`src/core/gia_consts.vh`:
```
// Offsets, field positions and reset values of the global control block.
// Assumes byte addressing with big-endian order inside multi-byte registers.
`ifndef GIA_CONSTS_VH
`define GIA_CONSTS_VH
`define GIA_ADDR_W          16
`define GIA_OFS_ID_LOW      16'h0002
`define GIA_OFS_REV_RST     16'h0003
`define GIA_OFS_PWR_CTL     16'h0006
`define GIA_OFS_GSTAT       16'h0010
`define GIA_OFS_GMASK       16'h0014
`define GIA_OFS_PSTAT       16'h0018
`define GIA_OFS_PMASK       16'h001C
`define GIA_BIT_SOFT_RST    0
`define GIA_BIT_PWR_OE      1
`define GIA_BIT_PWR_POL     0
`define GIA_BIT_LOOKUP      31
`define GIA_BIT_GPIO        30
`define GIA_NUM_PORTS       7
`define GIA_RST_CTL         8'h00
`define GIA_RST_MASK        2'h0
`define GIA_RST_PMASK       7'h00
`endif

```
`src/core/gia_byte_mux.v`:
```
// Picks one byte of a big-endian 32-bit word by its address low bits.
// Assumes byte 0 is the most significant byte.
`timescale 1ns/1ps
module gia_byte_mux
(
    // Word and lane select
    input  wire [31:0] word,
    input  wire [1:0]  lane,
    // Selected byte
    output reg  [7:0]  byte_out
);
    always @*
    begin
        case (lane)
            2'h0:    byte_out = word[31:24];
            2'h1:    byte_out = word[23:16];
            2'h2:    byte_out = word[15:8];
            default: byte_out = word[7:0];
        endcase
    end
endmodule

```
`src/core/gia_sync_bit.v`:
```
// Registered copy of one interrupt source level.
// Assumes the source is synchronous to clk.
`timescale 1ns/1ps
module gia_sync_bit
(
    // Clock and reset
    input  wire clk,
    input  wire rst,
    // Source and registered status
    input  wire src,
    output reg  stat_r
);
    always @(posedge clk)
    begin
        if (rst)
            stat_r <= 1'b0;
        else
            stat_r <= src;
    end
endmodule

```
`src/core/gia_top.v`:
```
// Global identity, soft reset, power-event pin and interrupt aggregation.
// Assumes a byte-wide management port synchronous to clk, one access per strobe.
//
// Summary of operation
// RL1: Soft reset bit holds until software clears
// RL2: Soft reset holds datapath, keeps configuration
// RL3: Power-event pin driven only when enabled
// RL4: Polarity bit zero means active low
// RL5: Lookup engine pending shows in bit 31
// RL6: GPIO/timestamp pending shows in bit 30
// RL7: Global mask one disables that source
// RL8: Port n request shows in bit n-1
// RL9: Port mask one blocks that port
// RL10: Masks and status zero after reset
// RL11: Request is OR of unmasked status
// RL12: Reserved bits ignore writes, read zero
`timescale 1ns/1ps
`include "gia_consts.vh"
module gia_top
#(
    parameter [7:0] CHIP_ID_LOW = 8'h5A,   // Arbitrary identity value
    parameter [3:0] REVISION    = 4'h1,    // Arbitrary revision value
    parameter       NPORTS      = `GIA_NUM_PORTS
)
(
    // Clock and reset
    input  wire              clk,
    input  wire              rst,
    // Management byte port
    input  wire [15:0]       mg_addr,
    input  wire              mg_wr,
    input  wire              mg_rd,
    input  wire [7:0]        mg_wdata,
    output reg  [7:0]        mg_rdata_r,
    output reg               mg_rvalid_r,
    // Interrupt sources
    input  wire              lookup_engine_irq,
    input  wire              gpio_ts_irq,
    input  wire [NPORTS-1:0] port_irq,
    // Power-event event request
    input  wire              power_event_req,
    // Outputs
    output reg               dp_reset_r,
    output reg               irq_r,
    output reg               power_event_output_o_r,
    output reg               power_event_output_oe_r
);
    reg              soft_rst_r;
    reg              pwr_oe_r;
    reg              pwr_pol_r;
    reg  [1:0]       gmask_r;
    reg  [NPORTS-1:0] pmask_r;
    wire             lue_stat;
    wire             gpio_stat;
    wire [NPORTS-1:0] pstat;
    wire [31:0]      gstat_w;
    wire [31:0]      gmask_w;
    wire [31:0]      pstat_w;
    wire [31:0]      pmask_w;
    wire [7:0]       b_gstat;
    wire [7:0]       b_gmask;
    wire [7:0]       b_pstat;
    wire [7:0]       b_pmask;
    reg  [7:0]       rd_nxt;
    wire             irq_nxt;
    wire             wr_word;
    wire [1:0]       lane;

    // Status follows each source; zero under reset
    gia_sync_bit u_lue
    (
        .clk    (clk),
        .rst    (rst),
        .src    (lookup_engine_irq),
        .stat_r (lue_stat)
    ); // RL5 RL10 RL11
    gia_sync_bit u_gpio
    (
        .clk    (clk),
        .rst    (rst),
        .src    (gpio_ts_irq),
        .stat_r (gpio_stat)
    ); // RL6 RL10 RL11
    genvar gi;
    generate
        for (gi = 0; gi < NPORTS; gi = gi + 1)
        begin : g_port
            gia_sync_bit u_p
            (
                .clk    (clk),
                .rst    (rst),
                .src    (port_irq[gi]),
                .stat_r (pstat[gi])
            ); // RL8
        end
    endgenerate

    // Word images, reserved bits zero
    assign gstat_w = {lue_stat, gpio_stat, 30'h0000_0000}; // RL5 RL6 RL12
    assign gmask_w = {gmask_r, 30'h0000_0000}; // RL12
    assign pstat_w = {{(32-NPORTS){1'b0}}, pstat}; // RL8 RL12
    assign pmask_w = {{(32-NPORTS){1'b0}}, pmask_r}; // RL12
    assign lane    = mg_addr[1:0];
    assign wr_word = mg_wr;

    gia_byte_mux u_bm0 (.word(gstat_w), .lane(lane), .byte_out(b_gstat));
    gia_byte_mux u_bm1 (.word(gmask_w), .lane(lane), .byte_out(b_gmask));
    gia_byte_mux u_bm2 (.word(pstat_w), .lane(lane), .byte_out(b_pstat));
    gia_byte_mux u_bm3 (.word(pmask_w), .lane(lane), .byte_out(b_pmask));

    // Read decode
    always @*
    begin
        case ({mg_addr[15:2], 2'b00})
            `GIA_OFS_GSTAT: rd_nxt = b_gstat;
            `GIA_OFS_GMASK: rd_nxt = b_gmask;
            `GIA_OFS_PSTAT: rd_nxt = b_pstat;
            `GIA_OFS_PMASK: rd_nxt = b_pmask;
            16'h0000:
            begin
                if (mg_addr == `GIA_OFS_ID_LOW)
                    rd_nxt = CHIP_ID_LOW;
                else if (mg_addr == `GIA_OFS_REV_RST)
                    rd_nxt = {REVISION, 3'b000, soft_rst_r}; // RL12
                else
                    rd_nxt = 8'h00;
            end
            16'h0004:
            begin
                if (mg_addr == `GIA_OFS_PWR_CTL)
                    rd_nxt = {6'h00, pwr_oe_r, pwr_pol_r}; // RL12
                else
                    rd_nxt = 8'h00;
            end
            default: rd_nxt = 8'h00;
        endcase
    end

    // Configuration writes; only the system reset touches these
    always @(posedge clk)
    begin
        if (rst)
        begin
            soft_rst_r <= 1'b0;
            pwr_oe_r   <= 1'b0; // RL3
            pwr_pol_r  <= 1'b0; // RL4
            gmask_r    <= `GIA_RST_MASK; // RL10
            pmask_r    <= {NPORTS{1'b0}}; // RL10
        end
        else if (wr_word)
        begin
            case (mg_addr)
                `GIA_OFS_REV_RST: soft_rst_r <= mg_wdata[`GIA_BIT_SOFT_RST]; // RL1
                `GIA_OFS_PWR_CTL:
                begin
                    pwr_oe_r  <= mg_wdata[`GIA_BIT_PWR_OE];
                    pwr_pol_r <= mg_wdata[`GIA_BIT_PWR_POL];
                end
                `GIA_OFS_GMASK: gmask_r <= mg_wdata[7:6]; // RL7
                `GIA_OFS_PMASK + 16'h0003: pmask_r <= mg_wdata[NPORTS-1:0]; // RL9
                default: ;
            endcase
        end
    end

    assign irq_nxt = (lue_stat & ~gmask_r[1]) | (gpio_stat & ~gmask_r[0]) |
                     (|(pstat & ~pmask_r)); // RL7 RL9 RL11

    // Registered outputs
    always @(posedge clk)
    begin
        if (rst)
        begin
            mg_rdata_r              <= 8'h00;
            mg_rvalid_r             <= 1'b0;
            dp_reset_r              <= 1'b1;
            irq_r                   <= 1'b0;
            power_event_output_o_r  <= 1'b0;
            power_event_output_oe_r <= 1'b0;
        end
        else
        begin
            mg_rdata_r              <= mg_rd ? rd_nxt : mg_rdata_r;
            mg_rvalid_r             <= mg_rd;
            dp_reset_r              <= soft_rst_r; // RL2
            irq_r                   <= irq_nxt; // RL11
            power_event_output_o_r  <= pwr_pol_r ? power_event_req : ~power_event_req; // RL4
            power_event_output_oe_r <= pwr_oe_r; // RL3
        end
    end
endmodule

```
`config.mk`:
```
export PLATFORM = sky130hd
export DESIGN_NAME = gia_top
export DESIGN_NICKNAME = d
export VERILOG_FILES = /design/src/core/gia_byte_mux.v /design/src/core/gia_sync_bit.v /design/src/core/gia_top.v
export VERILOG_INCLUDE_DIRS = /design/src /design/src/core
export SDC_FILE = /design/constraint.sdc
export NUM_CORES = 1
export LEC_CHECK = 0
export BUFFER_PORTS_ARGS = -buffer_cell sky130_fd_sc_hd__buf_2
export CORE_MARGIN = 5
export CORE_UTILIZATION = 45
export DETAILED_ROUTE_END_ITERATION = 8
export PLACE_DENSITY_LB_ADDON = 0.08
export SETUP_SLACK_MARGIN = 0.15
export SKIP_LAST_GASP = 1
export SLEW_MARGIN = 0
export SYNTH_ARGS = -nofsm -noshare
export SYNTH_HDL_FRONTEND = slang
export SYNTH_SLANG_ARGS = --single-unit
```
`constraint.sdc`:
```
create_clock -name clk -period 1.75 [get_ports clk]
set_clock_uncertainty 0.2 [all_clocks]
set_input_delay 0.4375 -clock clk [delete_from_list [all_inputs] [get_ports clk]]
set_output_delay 0.4375 -clock clk [all_outputs]
set_load 0.005 [all_outputs]
```
==> impl_results.md <==
- Status: complete, no violations
- NetSw: 0.3409 mW
- Ant. Diodes: 0
- GP Congestion: 0.8435
- Pins Over Slew Limit: 0
- Share of the synthesized area in the top cell type: 43.14%
- Post-Synthesis Cells: 175
- Reg2reg setup slack: 0.55 ns
- Number of synthesized flops with an enable pin: 0
- GR Overflow Total: 0
- DRC: 0
- Final Hold Vio Count: 0
- Worst Hold Class: in2reg
- Share of layout cells above drive strength 1: 40.80%
- Final min period: 1.673 ns
- Comb power frac: 13.2%
- Post-synthesis sequential area ratio: 43.14%
- Post-DP Area: 2012 um^2
- Arr. time, crit path: 1.74 ns
- RSZ-0062 raised after global routing: yes
- Clock Path Buffers: 2
- Core Box Area: 3363 um^2
- Commonest cells after routing, fill and taps aside: 43 x buf_2, 34 x dfxtp_1, 21 x buf_4, 15 x a21oi_1
- Htree depth: 2
- Vias in the first global route: 1570
- Reg power frac: 55.9%
- Pwr per Cell Area: 637.3 nW/um^2
- Root buffer cell: clkbuf_4
- Hold path cells: 2
- Nets: 287
- Vias per cell: 5.331
- Initial antenna violation count: 0
- Die W: 69.21 um
- Area of the die: 4790 um^2
- Critical path class: in2reg
- ANT nets after route: 0
- Wire length per cell: 14.93 um
- Worst reg2reg startpoint: pmask_r[1]
- Crit path required time: 1.81 ns
- Hold endpoint: u_lue.stat_r
- Final Cell Area: 2233 um^2
- Crit path from: mg_addr[13]
- Clock Sinks: 34
- Seq cells post-synth: 34
- Worst reg2reg path endpoint: irq_r
- FMAX: 0.5976 GHz
- Sw Share: 23.95%
- Initial drt markers: 82
- Rows: 21
- CP Capture Type: register
- Synth area leader: dfxtp_1
- Setup-failing EPs final: 0
- Port-buffer cells: 50
- Total Power: 1.423 mW
- Syn nets: 213
- DP HPWL: 3278 um
- Static Leak: 0.9125 nW
- Area growth syn-to-layout: 41.55%
- Total track usage: 18.23%
- Num CTS Buffers: 5
- DRT Pass-1 Iters: 4
- Synth Area per Inst: 9.016 um^2
- Routed wire length: 4420 um
- Starting Density: 46.91%
- CTS tree: yes
- Hold Startpoint: lookup_engine_irq
- Reg clk slew, reported paths: 0.10 ns
- Ys Warns: 0
- Asr flop ratio synth: 0%
- Largest net degree at the start of global routing: 19
- Worst Path Max Fanout: 3
- DIE HEIGHT: 69.21 um
- Slew headroom: 73.93%
- R2R depth: 3
- Tcrit/Tclk final: 95.62%
- Tightest Pin Transition: 0.3882 ns
- Fill count: 312
- Post-synth cell types: 41
- Post-synth top flop: dfxtp_1
- Worst skew pair latency: 0.33 ns
- Critical path startpoint category: input pin
- Cell Area, Synth: 1578 um^2
- Clock power frac: 30.9%
- First-pass GRT wire length: 7065 um
- Peak VDD IR: 0.5039 mV
- DR vias: 1578
- Ranking of synthesized cells by area: dfxtp_1 43%, a21oi_1 5.7%, nor2b_1 5.2%
- Internal: 1.083 mW
- Max-cap viol count: 0
- Most common cell after layout, fill and taps aside: buf_2
- Top Ports: 51
## power groups by stage
stage	logic, mW	registers, mW	clock network (mW)
final	0.188	0.796	0.440
after global routing	0.204	0.797	0.487
after CTS	0.180	0.796	0.453
after detailed placement	0.165	0.814	0
after global placement	0.162	0.813	0
after floorplan	0.0671	0.813	0
## worst max-delay path by stage
stage,depth (start not counted),slack [ns],end
3_5_place_dp,5,-0.41,mg_rdata_r[2]
2_1_floorplan,4,-0.09,mg_rdata_r[0]
6_report,5,0.08,soft_rst_r
3_3_place_gp,5,-0.37,mg_rdata_r[2]
4_1_cts,5,0.11,mg_rdata_r[0]
5_1_grt,5,0.02,soft_rst_r
## per-layer routing
layer | share of wire, % | global-route usage (%)
met3 | 6.0 | 5.072
met4 | 2.0 | 7.592
met1 | 41 | 20.95
met5 | 0 | 0
met2 | 51 | 31.57
## registers in the layout, summed over array words and instances (netlist names), 2 cells and up
signal and cells:
g_port.u_p.stat_r 7, gmask_r 2, pmask_r 7, mg_rdata_r 8
## final cells by class
class                   instances  area [um^2]  share of cell area (%)
clock buffers                   7        55.05                   2.465
clock inverters                 1        5.005                  0.2241
multi-input cells             125        912.1                   40.84
inverters                       9        33.78                   1.513
well taps                      46        57.56                   2.577
repair buffers                 74        489.2                   21.90
flip-flops and latches         34        680.7                   30.48
## stage by stage
| step | utilization, % | hold slack, ns | worst slack, ns | cells | setup TNS (ns) |
|---|---|---|---|---|---|
| 6_report | 66.41 | 0.1061 | 0.07661 | 296 | 0 |
| 5_1_grt | 66.41 | 0.08990 | 0.01556 | 296 | 0 |
| 4_1_cts | 64.29 | 0.09543 | 0.1111 | 291 | 0 |
| 3_3_place_gp | 59.82 | 0.2540 | -0.3702 | 282 | -3.432 |
| 3_5_place_dp | 59.82 | 0.2552 | -0.4068 | 282 | -4.017 |
| 2_1_floorplan | - | 0.2311 | -0.08923 | 175 | -0.5433 |
## synth_stat cells (2+ instances only)
master    count
a21oi_1      18
a22o_1        2
and3_1        3
clkbuf_1      5
dfxtp_1      34
inv_1         9
mux2i_1       6
nand2_1       6
nand2b_1      6
nand3_1      13
nand4_1       7
nor2_1        4
nor2b_1      13
nor3_1        2
nor4_2        2
nor4b_1       3
o21ai_0      13
o22a_1        2
o22ai_1       3
or4_4         2
or4b_1        2
## cells by family after synthesis
| kind of cell | count (synthesis) | synth area share [%] |
|---|---|---|
| AO/OA/AOI/OAI | 47 | 18.72 |
| multiplexers | 7 | 4.520 |
| XOR/XNOR | 1 | 0.5552 |
| buffers and inverters | 16 | 4.361 |
| AND/OR/NAND/NOR | 70 | 28.71 |
| flip-flops | 34 | 43.14 |
## critical path, cell delays in order
cell and delay (ns):
buf_6 0.10, or4_4 0.58, nor4_4 0.33, nand3_1 0.14, a21oi_2 0.15
## repair_timing
action,CTS,global route
gates cloned,0,1
setup endpoints to repair,8,18
buffers inserted,1,4
pin swaps,17,10
hold buffers,0,0
gates resized for setup,16,11
(Power assumes the default switching activity.)
